[config.mk]
export PLATFORM = sky130hd
export DESIGN_NAME = pcs_power_serial
export DESIGN_NICKNAME = d
export VERILOG_FILES = /design/src/design/pcs_pkg.sv /design/src/design/pcs_lp_if.sv /design/src/design/pcs_lowpower.sv /design/src/design/pcs_frame_err.sv /design/src/design/pcs_power_serial.sv
export SDC_FILE = /design/constraint.sdc
export NUM_CORES = 1
export LEC_CHECK = 0
export BUFFER_PORTS_ARGS = -buffer_cell sky130_fd_sc_hd__buf_2
export CORE_UTILIZATION = 40
export CTS_BUF_LIST = sky130_fd_sc_hd__clkbuf_8
export DETAILED_ROUTE_END_ITERATION = 10
export GPL_TIMING_DRIVEN = 0
export PLACE_DENSITY = 0.71
export SETUP_SLACK_MARGIN = 0.02
export SLEW_MARGIN = 15
export SYNTH_ARGS = -nofsm -noshare
export SYNTH_HDL_FRONTEND = slang
export SYNTH_HIERARCHICAL = 1
export SYNTH_SLANG_ARGS = --single-unit
[constraint.sdc]
create_clock -name clock -period 4.1 [get_ports clock]
set_input_delay 0.205 -clock clock [delete_from_list [all_inputs] [get_ports clock]]
set_output_delay 0.205 -clock clock [all_outputs]
set_load 0.02 [all_outputs]
[src/design/pcs_pkg.sv]
// Purpose: constants for the power control and serial buffer block
// Assumes: 32-bit AXI4-Lite register bus, 25 MHz clock
// Notes: register indices times four give byte addresses
`default_nettype none
package pcs_pkg;
	localparam int unsigned ADDR_W = 12;
	localparam int unsigned IDX_W  = 10;
	localparam logic [IDX_W-1:0] IDX_SERCTL = 10'h098;
	localparam logic [IDX_W-1:0] IDX_SERBUF = 10'h099;
	localparam logic [IDX_W-1:0] IDX_PWRCTL = 10'h087;
	localparam int unsigned BIT_DOUBLER = 7;
	localparam int unsigned BIT_VIEWSEL = 6;
	localparam int unsigned BIT_RSVD    = 5;
	localparam int unsigned BIT_SUPPLY  = 4;
	localparam int unsigned BIT_UF1     = 3;
	localparam int unsigned BIT_UF0     = 2;
	localparam int unsigned BIT_PWRDN   = 1;
	localparam int unsigned BIT_IDLE    = 0;
	localparam int unsigned BIT_MODE_LO = 7;
	localparam int unsigned BIT_MODE_HI = 6;
	localparam logic [7:0] SERBUF_RESET = 8'h00;
	localparam logic [6:0] SERCTL_RESET = 7'h00;
	localparam logic [1:0] RESP_OKAY   = 2'h0;
	localparam logic [1:0] RESP_SLVERR = 2'h2;

	function automatic logic [IDX_W-1:0] reg_index(
		input logic [ADDR_W-1:0] addr);
		return addr[ADDR_W-1:2];
	endfunction

	function automatic logic is_mapped(input logic [IDX_W-1:0] idx);
		return idx == IDX_SERCTL || idx == IDX_SERBUF || idx == IDX_PWRCTL;
	endfunction
endpackage
`default_nettype wire

[src/design/pcs_lp_if.sv]
// Purpose: carrier between register file and low-power control
// Assumes: single clock domain
// Notes: write strobe is one cycle
`default_nettype none
interface pcs_lp_if;
	logic wr_en;
	logic wr_idle;
	logic wr_pwrdn;
	logic wake;
	logic idle;
	logic pwrdn;
	logic core_clk_en;
	logic periph_clk_en;
	modport regs (output wr_en, output wr_idle, output wr_pwrdn, output wake,
		input idle, input pwrdn, input core_clk_en, input periph_clk_en);
	modport lp (input wr_en, input wr_idle, input wr_pwrdn, input wake,
		output idle, output pwrdn, output core_clk_en,
		output periph_clk_en);
endinterface
`default_nettype wire

[src/design/pcs_lowpower.sv]
// Purpose: idle and power-down bits with clock enables
// Assumes: interrupt wake is a level or pulse
// Notes: a wake in the cycle of an idle write leaves idle clear
`default_nettype none
module pcs_lowpower (
	input  wire logic clock,
	input  wire logic rst,
	pcs_lp_if.lp      bus
);
	always_ff @(posedge clock or posedge rst) begin
		if (rst) begin
			bus.pwrdn <= 1'b0;
		end else if (bus.wr_en && bus.wr_pwrdn) begin
			bus.pwrdn <= 1'b1;
		end
	end

	always_ff @(posedge clock or posedge rst) begin
		if (rst) begin
			bus.idle <= 1'b0;
		end else if (bus.wake) begin
			bus.idle <= 1'b0;
		end else if (bus.wr_en && bus.wr_idle) begin
			bus.idle <= 1'b1;
		end
	end

	// enables follow the bits one cycle later
	always_ff @(posedge clock or posedge rst) begin
		if (rst) begin
			bus.core_clk_en   <= 1'b1;
			bus.periph_clk_en <= 1'b1;
		end else begin
			bus.core_clk_en   <= !bus.idle && !bus.pwrdn;
			bus.periph_clk_en <= !bus.pwrdn;
		end
	end

	a_powerdown_held: assert property (@(posedge clock) disable iff (rst)
		bus.pwrdn |=> bus.pwrdn)
		else $error("power-down left without reset");
	a_idle_wake: assert property (@(posedge clock) disable iff (rst)
		bus.wake |=> !bus.idle)
		else $error("idle not cleared by interrupt");
	a_clock_gating: assert property (@(posedge clock) disable iff (rst)
		bus.idle && !bus.pwrdn |=> !bus.core_clk_en && bus.periph_clk_en)
		else $error("idle clock gating wrong");
endmodule // pcs_lowpower
`default_nettype wire

[src/design/pcs_frame_err.sv]
// Purpose: sticky framing error flag
// Assumes: stop_bad is a one-cycle pulse from the receiver
// Notes: set wins over a clear in the same cycle
`default_nettype none
module pcs_frame_err (
	input  wire logic clock,
	input  wire logic rst,
	input  wire logic stop_bad,
	input  wire logic sw_clear,
	output var  logic flag
);
	always_ff @(posedge clock or posedge rst) begin
		if (rst) begin
			flag <= 1'b0;
		end else if (stop_bad) begin
			flag <= 1'b1;
		end else if (sw_clear) begin
			flag <= 1'b0;
		end
	end

	a_frame_sticky: assert property (@(posedge clock) disable iff (rst)
		flag && !sw_clear |=> flag)
		else $error("frame error dropped without software clear");
endmodule // pcs_frame_err
`default_nettype wire

[src/design/pcs_power_serial.sv]
// Purpose: power control, serial control view and serial data buffer
// Assumes: AXI4-Lite slave, one write and one read in flight at most
// Notes: power_on_reset also resets everything rst resets
//
// Decided for this implementation: register access over AXI4-Lite.
`default_nettype none
module pcs_power_serial (
	input  wire logic        clock,
	input  wire logic        rst,
	input  wire logic        power_on_reset,
	input  wire logic [11:0] s_axi_awaddr,
	input  wire logic        s_axi_awvalid,
	output var  logic        s_axi_awready,
	input  wire logic [31:0] s_axi_wdata,
	input  wire logic [3:0]  s_axi_wstrb,
	input  wire logic        s_axi_wvalid,
	output var  logic        s_axi_wready,
	output var  logic [1:0]  s_axi_bresp,
	output var  logic        s_axi_bvalid,
	input  wire logic        s_axi_bready,
	input  wire logic [11:0] s_axi_araddr,
	input  wire logic        s_axi_arvalid,
	output var  logic        s_axi_arready,
	output var  logic [31:0] s_axi_rdata,
	output var  logic [1:0]  s_axi_rresp,
	output var  logic        s_axi_rvalid,
	input  wire logic        s_axi_rready,
	input  wire logic [7:0]  rx_byte,
	input  wire logic        rx_load,
	input  wire logic        stop_bit_bad,
	input  wire logic        irq_request,
	output var  logic [7:0]  tx_byte,
	output var  logic        tx_load,
	output var  logic        baud_rate_double,
	output var  logic        core_clock_enable,
	output var  logic        periph_clock_enable
);
	logic        any_rst;
	logic        aw_got;
	logic        w_got;
	logic [11:0] aw_addr;
	logic [31:0] w_data;
	logic        w_strb0;
	logic        do_write;
	logic        do_read;
	logic [9:0]  wr_idx;
	logic [9:0]  rd_idx;
	logic        wr_serctl;
	logic        wr_serbuf;
	logic        wr_pwrctl;
	logic [7:0]  serbuf_rx;
	logic [6:0]  serctl_low;
	logic        mode_low;
	logic        supply_up_flag;
	logic        baud_doubler;
	logic        frame_error_view_select;
	logic        user_flag_one;
	logic        user_flag_zero;
	logic        frame_error_flag;
	logic        frame_err_clear;
	logic [7:0]  pwrctl_view;
	logic [7:0]  serctl_view;
	logic [31:0] next_rdata;
	logic [1:0]  serial_mode;

	pcs_lp_if lp_bus ();

	assign any_rst  = rst | power_on_reset;
	assign do_write = aw_got && w_got && !s_axi_bvalid;
	assign do_read  = s_axi_arvalid && s_axi_arready;
	assign wr_idx   = pcs_pkg::reg_index(aw_addr);
	assign rd_idx   = pcs_pkg::reg_index(s_axi_araddr);
	assign wr_serctl = do_write && w_strb0 && wr_idx == pcs_pkg::IDX_SERCTL;
	assign wr_serbuf = do_write && w_strb0 && wr_idx == pcs_pkg::IDX_SERBUF;
	assign wr_pwrctl = do_write && w_strb0 && wr_idx == pcs_pkg::IDX_PWRCTL;
	assign serial_mode = {mode_low, serctl_low[pcs_pkg::BIT_MODE_HI]};

	// write address and data are taken in either order
	always_ff @(posedge clock or posedge any_rst) begin
		if (any_rst) begin
			aw_got        <= 1'b0;
			aw_addr       <= 12'h000;
			s_axi_awready <= 1'b0;
		end else begin
			if (s_axi_awvalid && s_axi_awready) begin
				aw_got  <= 1'b1;
				aw_addr <= s_axi_awaddr;
			end else if (do_write) begin
				aw_got <= 1'b0;
			end
			s_axi_awready <= !aw_got && !s_axi_bvalid && !do_write &&
				!(s_axi_awvalid && s_axi_awready);
		end
	end

	always_ff @(posedge clock or posedge any_rst) begin
		if (any_rst) begin
			w_got        <= 1'b0;
			w_data       <= 32'h0000_0000;
			w_strb0      <= 1'b0;
			s_axi_wready <= 1'b0;
		end else begin
			if (s_axi_wvalid && s_axi_wready) begin
				w_got   <= 1'b1;
				w_data  <= s_axi_wdata;
				w_strb0 <= s_axi_wstrb[0];
			end else if (do_write) begin
				w_got <= 1'b0;
			end
			s_axi_wready <= !w_got && !s_axi_bvalid && !do_write &&
				!(s_axi_wvalid && s_axi_wready);
		end
	end

	always_ff @(posedge clock or posedge any_rst) begin
		if (any_rst) begin
			s_axi_bvalid <= 1'b0;
			s_axi_bresp  <= pcs_pkg::RESP_OKAY;
		end else if (do_write) begin
			s_axi_bvalid <= 1'b1;
			s_axi_bresp  <= pcs_pkg::is_mapped(wr_idx) ?
				pcs_pkg::RESP_OKAY : pcs_pkg::RESP_SLVERR;
		end else if (s_axi_bready) begin
			s_axi_bvalid <= 1'b0;
		end
	end

	// read answer one cycle after the address is taken
	always_ff @(posedge clock or posedge any_rst) begin
		if (any_rst) begin
			s_axi_arready <= 1'b0;
			s_axi_rvalid  <= 1'b0;
			s_axi_rdata   <= 32'h0000_0000;
			s_axi_rresp   <= pcs_pkg::RESP_OKAY;
		end else begin
			s_axi_arready <= !s_axi_rvalid && !do_read;
			if (do_read) begin
				s_axi_rvalid <= 1'b1;
				s_axi_rdata  <= next_rdata;
				s_axi_rresp  <= pcs_pkg::is_mapped(rd_idx) ?
					pcs_pkg::RESP_OKAY : pcs_pkg::RESP_SLVERR;
			end else if (s_axi_rready) begin
				s_axi_rvalid <= 1'b0;
			end
		end
	end

	// reserved bit reads as zero
	always_comb begin
		pwrctl_view = 8'h00;
		pwrctl_view[pcs_pkg::BIT_DOUBLER] = baud_doubler;
		pwrctl_view[pcs_pkg::BIT_VIEWSEL] = frame_error_view_select;
		pwrctl_view[pcs_pkg::BIT_SUPPLY]  = supply_up_flag;
		pwrctl_view[pcs_pkg::BIT_UF1]     = user_flag_one;
		pwrctl_view[pcs_pkg::BIT_UF0]     = user_flag_zero;
		pwrctl_view[pcs_pkg::BIT_PWRDN]   = lp_bus.pwrdn;
		pwrctl_view[pcs_pkg::BIT_IDLE]    = lp_bus.idle;
	end

	always_comb begin
		serctl_view = {frame_error_view_select ? frame_error_flag : mode_low,
			serctl_low};
		case (rd_idx)
			pcs_pkg::IDX_SERCTL: next_rdata = {24'h000000, serctl_view};
			pcs_pkg::IDX_SERBUF: next_rdata = {24'h000000, serbuf_rx};
			pcs_pkg::IDX_PWRCTL: next_rdata = {24'h000000, pwrctl_view};
			default:             next_rdata = 32'h0000_0000;
		endcase
	end

	// serial data buffer: write goes out, received byte reads back
	always_ff @(posedge clock or posedge any_rst) begin
		if (any_rst) begin
			tx_byte   <= pcs_pkg::SERBUF_RESET;
			tx_load   <= 1'b0;
			serbuf_rx <= pcs_pkg::SERBUF_RESET;
		end else begin
			tx_load <= wr_serbuf;
			if (wr_serbuf) begin
				tx_byte <= w_data[7:0];
			end
			if (rx_load) begin
				serbuf_rx <= rx_byte;
			end
		end
	end

	// serial control: bit 7 is mode bit or frame error by view select
	always_ff @(posedge clock or posedge any_rst) begin
		if (any_rst) begin
			serctl_low <= pcs_pkg::SERCTL_RESET;
			mode_low   <= 1'b0;
		end else if (wr_serctl) begin
			serctl_low <= w_data[6:0];
			if (!frame_error_view_select) begin
				mode_low <= w_data[pcs_pkg::BIT_MODE_LO];
			end
		end
	end

	assign frame_err_clear = wr_serctl && frame_error_view_select &&
		!w_data[pcs_pkg::BIT_MODE_LO];

	pcs_frame_err u_frame_err (
		.clock    (clock),
		.rst      (any_rst),
		.stop_bad (stop_bit_bad),
		.sw_clear (frame_err_clear),
		.flag     (frame_error_flag)
	);

	// supply-up flag survives rst, set by power-on reset, loaded from bit 4 by a power control write
	always_ff @(posedge clock or posedge power_on_reset) begin
		if (power_on_reset) begin
			supply_up_flag <= 1'b1;
		end else if (wr_pwrctl) begin
			supply_up_flag <= w_data[pcs_pkg::BIT_SUPPLY];
		end
	end

	// bit 5 has no storage, so a stray one is dropped
	always_ff @(posedge clock or posedge any_rst) begin
		if (any_rst) begin
			baud_doubler            <= 1'b0;
			frame_error_view_select <= 1'b0;
			user_flag_one           <= 1'b0;
			user_flag_zero          <= 1'b0;
		end else if (wr_pwrctl) begin
			baud_doubler            <= w_data[pcs_pkg::BIT_DOUBLER];
			frame_error_view_select <= w_data[pcs_pkg::BIT_VIEWSEL];
			user_flag_one           <= w_data[pcs_pkg::BIT_UF1];
			user_flag_zero          <= w_data[pcs_pkg::BIT_UF0];
		end
	end

	always_ff @(posedge clock or posedge any_rst) begin
		if (any_rst) begin
			baud_rate_double <= 1'b0;
		end else begin
			baud_rate_double <= baud_doubler && serial_mode != 2'h0;
		end
	end

	assign lp_bus.wr_en    = wr_pwrctl;
	assign lp_bus.wr_idle  = w_data[pcs_pkg::BIT_IDLE];
	assign lp_bus.wr_pwrdn = w_data[pcs_pkg::BIT_PWRDN];
	assign lp_bus.wake    = irq_request;

	pcs_lowpower u_lowpower (
		.clock (clock),
		.rst   (any_rst),
		.bus   (lp_bus.lp)
	);

	assign core_clock_enable   = lp_bus.core_clk_en;
	assign periph_clock_enable = lp_bus.periph_clk_en;

	a_buffer_write: assert property (@(posedge clock) disable iff (any_rst)
		wr_serbuf |=> tx_load && tx_byte == $past(w_data[7:0]))
		else $error("buffer write not passed to transmitter");
	a_baud_double: assert property (@(posedge clock) disable iff (any_rst)
		baud_doubler && serial_mode == 2'h0 |=> !baud_rate_double)
		else $error("baud doubled in mode 0");
	a_control_view: assert property (@(posedge clock) disable iff (any_rst)
		do_read && rd_idx == pcs_pkg::IDX_SERCTL |=>
		s_axi_rdata[7] == $past(frame_error_view_select ?
		frame_error_flag : mode_low))
		else $error("control bit 7 view wrong");
	a_reserved_zero: assert property (@(posedge clock) disable iff (any_rst)
		do_read && rd_idx == pcs_pkg::IDX_PWRCTL |=>
		!s_axi_rdata[pcs_pkg::BIT_RSVD])
		else $error("reserved bit read as one");
	a_supply_keep: assert property (@(posedge clock)
		disable iff (power_on_reset)
		!wr_pwrctl |=> supply_up_flag == $past(supply_up_flag))
		else $error("supply-up flag changed without power-on");
	a_supply_write: assert property (@(posedge clock)
		disable iff (power_on_reset)
		wr_pwrctl |=> supply_up_flag ==
		$past(w_data[pcs_pkg::BIT_SUPPLY]))
		else $error("supply-up flag write lost");
	a_user_flags: assert property (@(posedge clock) disable iff (any_rst)
		!wr_pwrctl |=> $stable({user_flag_one, user_flag_zero}))
		else $error("user flags changed by hardware");
	a_powerdown_enter: assert property (@(posedge clock)
		disable iff (any_rst)
		wr_pwrctl && w_data[pcs_pkg::BIT_PWRDN] |=> lp_bus.pwrdn ##1
		!periph_clock_enable)
		else $error("power-down not entered");
	a_idle_enter: assert property (@(posedge clock) disable iff (any_rst)
		wr_pwrctl && w_data[pcs_pkg::BIT_IDLE] && !irq_request |=>
		lp_bus.idle ##1 !core_clock_enable)
		else $error("idle not entered");
	a_write_answer: assert property (@(posedge clock) disable iff (any_rst)
		do_write |=> s_axi_bvalid)
		else $error("write response missing");

	c_idle_wake: cover property (@(posedge clock) disable iff (any_rst)
		lp_bus.idle ##1 irq_request ##1 !lp_bus.idle);
	c_frame_view: cover property (@(posedge clock) disable iff (any_rst)
		frame_error_flag && frame_error_view_select && do_read);
	c_power_down: cover property (@(posedge clock) disable iff (any_rst)
		lp_bus.pwrdn && !periph_clock_enable);
	c_baud_on: cover property (@(posedge clock) disable iff (any_rst)
		baud_rate_double);
endmodule // pcs_power_serial
`default_nettype wire

==> flow_summary.json <==
{
  "finalMaxSlewViolations": 0,
  "ant_nets": 0,
  "maxCapViolations": 0,
  "layout_setup_ws_ns": 2.19,
  "area_growth_pct": 29.1,
  "vias": 2184,
  "clkSlewWorstSetupHoldPaths_ns": 0.08,
  "end_kind": "register",
  "cp_num_buf_inv": 0,
  "p_comb_share_pct": 19.1,
  "finalSetupViolCount": 0,
  "synth_area_leader_cell": "dfrtp_1",
  "worst_ir_drop_vdd_mv": 0.335,
  "first_global_vias": 2189,
  "drc": 0,
  "vias_per_cell": 4.72,
  "cts_sinks": 72,
  "yosysSeqAreaShare_pct": 57.4,
  "coreArea_mm2": 0.00741,
  "utilization_pct": 54.8,
  "dp_worst_setup_slack_ns": 2.18,
  "relSlewSlack_pct": 59.0,
  "rr_startpoint": "s_axi_bvalid",
  "hp-start": "s_axi_bready",
  "clock_skew_ns": 0.00526,
  "synth_flop_cell": "dfrtp_1",
  "n_antenna_cell": 0,
  "timing.fmax_ghz": 0.523,
  "criticalPathCategory": "register to register",
  "synth_commonest_cells": "69 x dfrtp_1, 49 x mux2_2, 26 x buf_4",
  "netlist_instances": 245,
  "postPlaceCellArea_mm2": 0.00377,
  "avgSynthCellArea_um2": 12.8,
  "critPathArrivalTime_ns": 2.14,
  "fin_crit_sh_pct": 46.6,
  "initialDrtViolationCount": 119,
  "ys_types": 35,
  "drtPass1Iterations": 4,
  "start_util_pct": 42.4,
  "io_buffer_count": 73,
  "wirelength_um": 6160,
  "cp_cell_sequence": "and3b_2 > nand4_4 > nor3_4 > mux2_2",
  "multi_input_area_mm2": 0.00115,
  "tns_ns": 0,
  "switching_share_pct": 28.1,
  "crit_slowest_cell": "nor3_4",
  "ys_seq_elements": 72,
  "grt_overflow": 0,
  "drt-wirelength-per-cell_um": 13.3,
  "cts_tree": "yes",
  "period_minus_slack_ns": 1.91,
  "worstPathRequired_ns": 4.33,
  "worst_slew_pin_slew_ns": 0.615,
  "yosys_warnings": 6,
  "fin_area_mm2": 0.00406,
  "netlist_top_cells_area": "dfrtp_1 55%, mux2_2 18%, buf_4 6.2%",
  "status": "finished clean",
  "rows": 31,
  "power_frac_clock_pct": 33.6,
  "routabilityCongestion": 0.751,
  "cts_buffer_depth": 2,
  "crit_fanout": 8,
  "pin_count": 132,
  "power_frac_seq_pct": 47.2,
  "cpPeakStageDelay_ns": 0.48,
  "hold_viol_final": 0,
  "die_area_mm2": 0.00822,
  "netlist_area_mm2": 0.00314,
  "fillers": 661,
  "cp_top_family": "simple AND/OR/NAND/NOR gates",
  "p_sw_mw": 0.575,
  "yosysTopAreaCellShare_pct": 54.9,
  "hpwl_um": 4660,
  "grt_max_degree": 29,
  "crit_start": "s_axi_bvalid",
  "die_x_um": 90.6,
  "critPathLaunchType": "register",
  "die_h_um": 90.6,
  "drive_above_1_share_pct": 49.2,
  "whs_ns": 0.0247,
  "async_flop_share_pct": 100,
  "rsz0062_at_grt": "false",
  "p_per_area_mw_per_mm2": 504,
  "clock_latency_ns": 0.34,
  "nets": 438,
  "cts_buffers": 9,
  "cts-root-buf": "clkbuf_8",
  "grt_use_total_pct": 16.4,
  "antenna_found_initial": 0,
  "synth_edf_count": 0,
  "synth_most_common_cell": "dfrtp_1",
  "htree_num_levels": 3,
  "grt_pass1_wl_um": 10400,
  "cts_setup_buffers": 0,
  "seqCellArea_mm2": 0.00181,
  "p_int_mw": 1.47,
  "hp-class": "primary input to register",
  "p_leak_nw": 2.05
}
## logic make-up after synthesis
| family | count (synthesis) | synth area share, % |
|---|---|---|
| other cells | 1 | 0.119 |
| mux | 50 | 17.9 |
| simple gates | 40 | 8.24 |
| buf+inv | 49 | 9.04 |
| compound gates | 33 | 7.29 |
| flops | 72 | 57.4 |
## final cells by class
cell class                      count  area share, %
Buffer                             32           5.43
Clock buffer                       10           3.39
Clock inverter                      6           2.84
Inverter                           17           1.57
Multi-Input combinational cell    149           28.5
Sequential cell                    72           44.5
Tap cell                           99           3.05
Timing Repair Buffer               78           10.7
## worst register-to-register path, delay by kind of cell, from the launching register on
kind	cells	cell delay, ns
and+or+nand+nor	3	0.99
DFF	1	0.41
muxes	1	0.40
## power by group through the flow
stage	registers [mW]	logic (mW)	clock network, mW
2_1_floorplan	0.970	0.274	0
3_3_place_gp	0.968	0.375	0
3_5_place_dp	0.981	0.393	0
4_1_cts	0.967	0.398	0.711
5_1_grt	0.987	0.435	0.743
6_report	0.965	0.391	0.688
## sequential cells by signal, summed over array words and instances (netlist names), 7 cells and up
signal / cells
tx_byte: 8
w_data: 8
serctl_low: 7
s_axi_rdata: 8
serbuf_rx: 8
aw_addr: 10
## layer usage
layer  GRT usage [%]  share of wire (%)
met3            6.99                6.9
met5               0                  0
met1            19.0                 42
met4            5.51                1.3
met2            27.1                 50
## timing repair
item / CTS / global route
resized for setup: 0 / 0
hold buffers: 3 / 0
hold endpoints to repair: 17 / 0
## path summary, 6_finish.rpt
kind | cells after the start | slack, ns | end
min in group asynchronous | 3 | 0.43 | supply_up_flag
worst min register to register | 1 | 0.43 | u_lowpower/bus.core_clk_en
worst max register to register | 4 | 2.19 | tx_byte[1]
max in group asynchronous | 7 | 2.60 | u_lowpower/bus.core_clk_en
worst min-delay path | 2 | 0.02 | s_axi_bvalid
worst max-delay path | 4 | 2.19 | tx_byte[1]
## cell usage in the layout, fill, tap and decap left out, types with 3 or more instances in the layout
master / n
dlygate4sd3_1: 3
clkbuf_8: 10
a22o_1: 7
a21oi_1: 4
dfrtp_1: 69
dfstp_2: 3
buf_2: 75
nand2_1: 10
nor2_1: 8
conb_1: 26
mux2_2: 49
buf_4: 26
o22ai_1: 7
a22oi_1: 7
o21ai_0: 4
bufinv_16: 3
inv_1: 17
clkbuf_1: 4
## stage by stage
stage / power, mW / instances
3_3_place_gp: 1.34 / 442
4_1_cts: 2.08 / 463
3_5_place_dp: 1.37 / 444
5_1_grt: 2.16 / 463
2_1_floorplan: 1.24 / 270
6_report: 2.04 / 463
(Power assumes the default switching activity.)
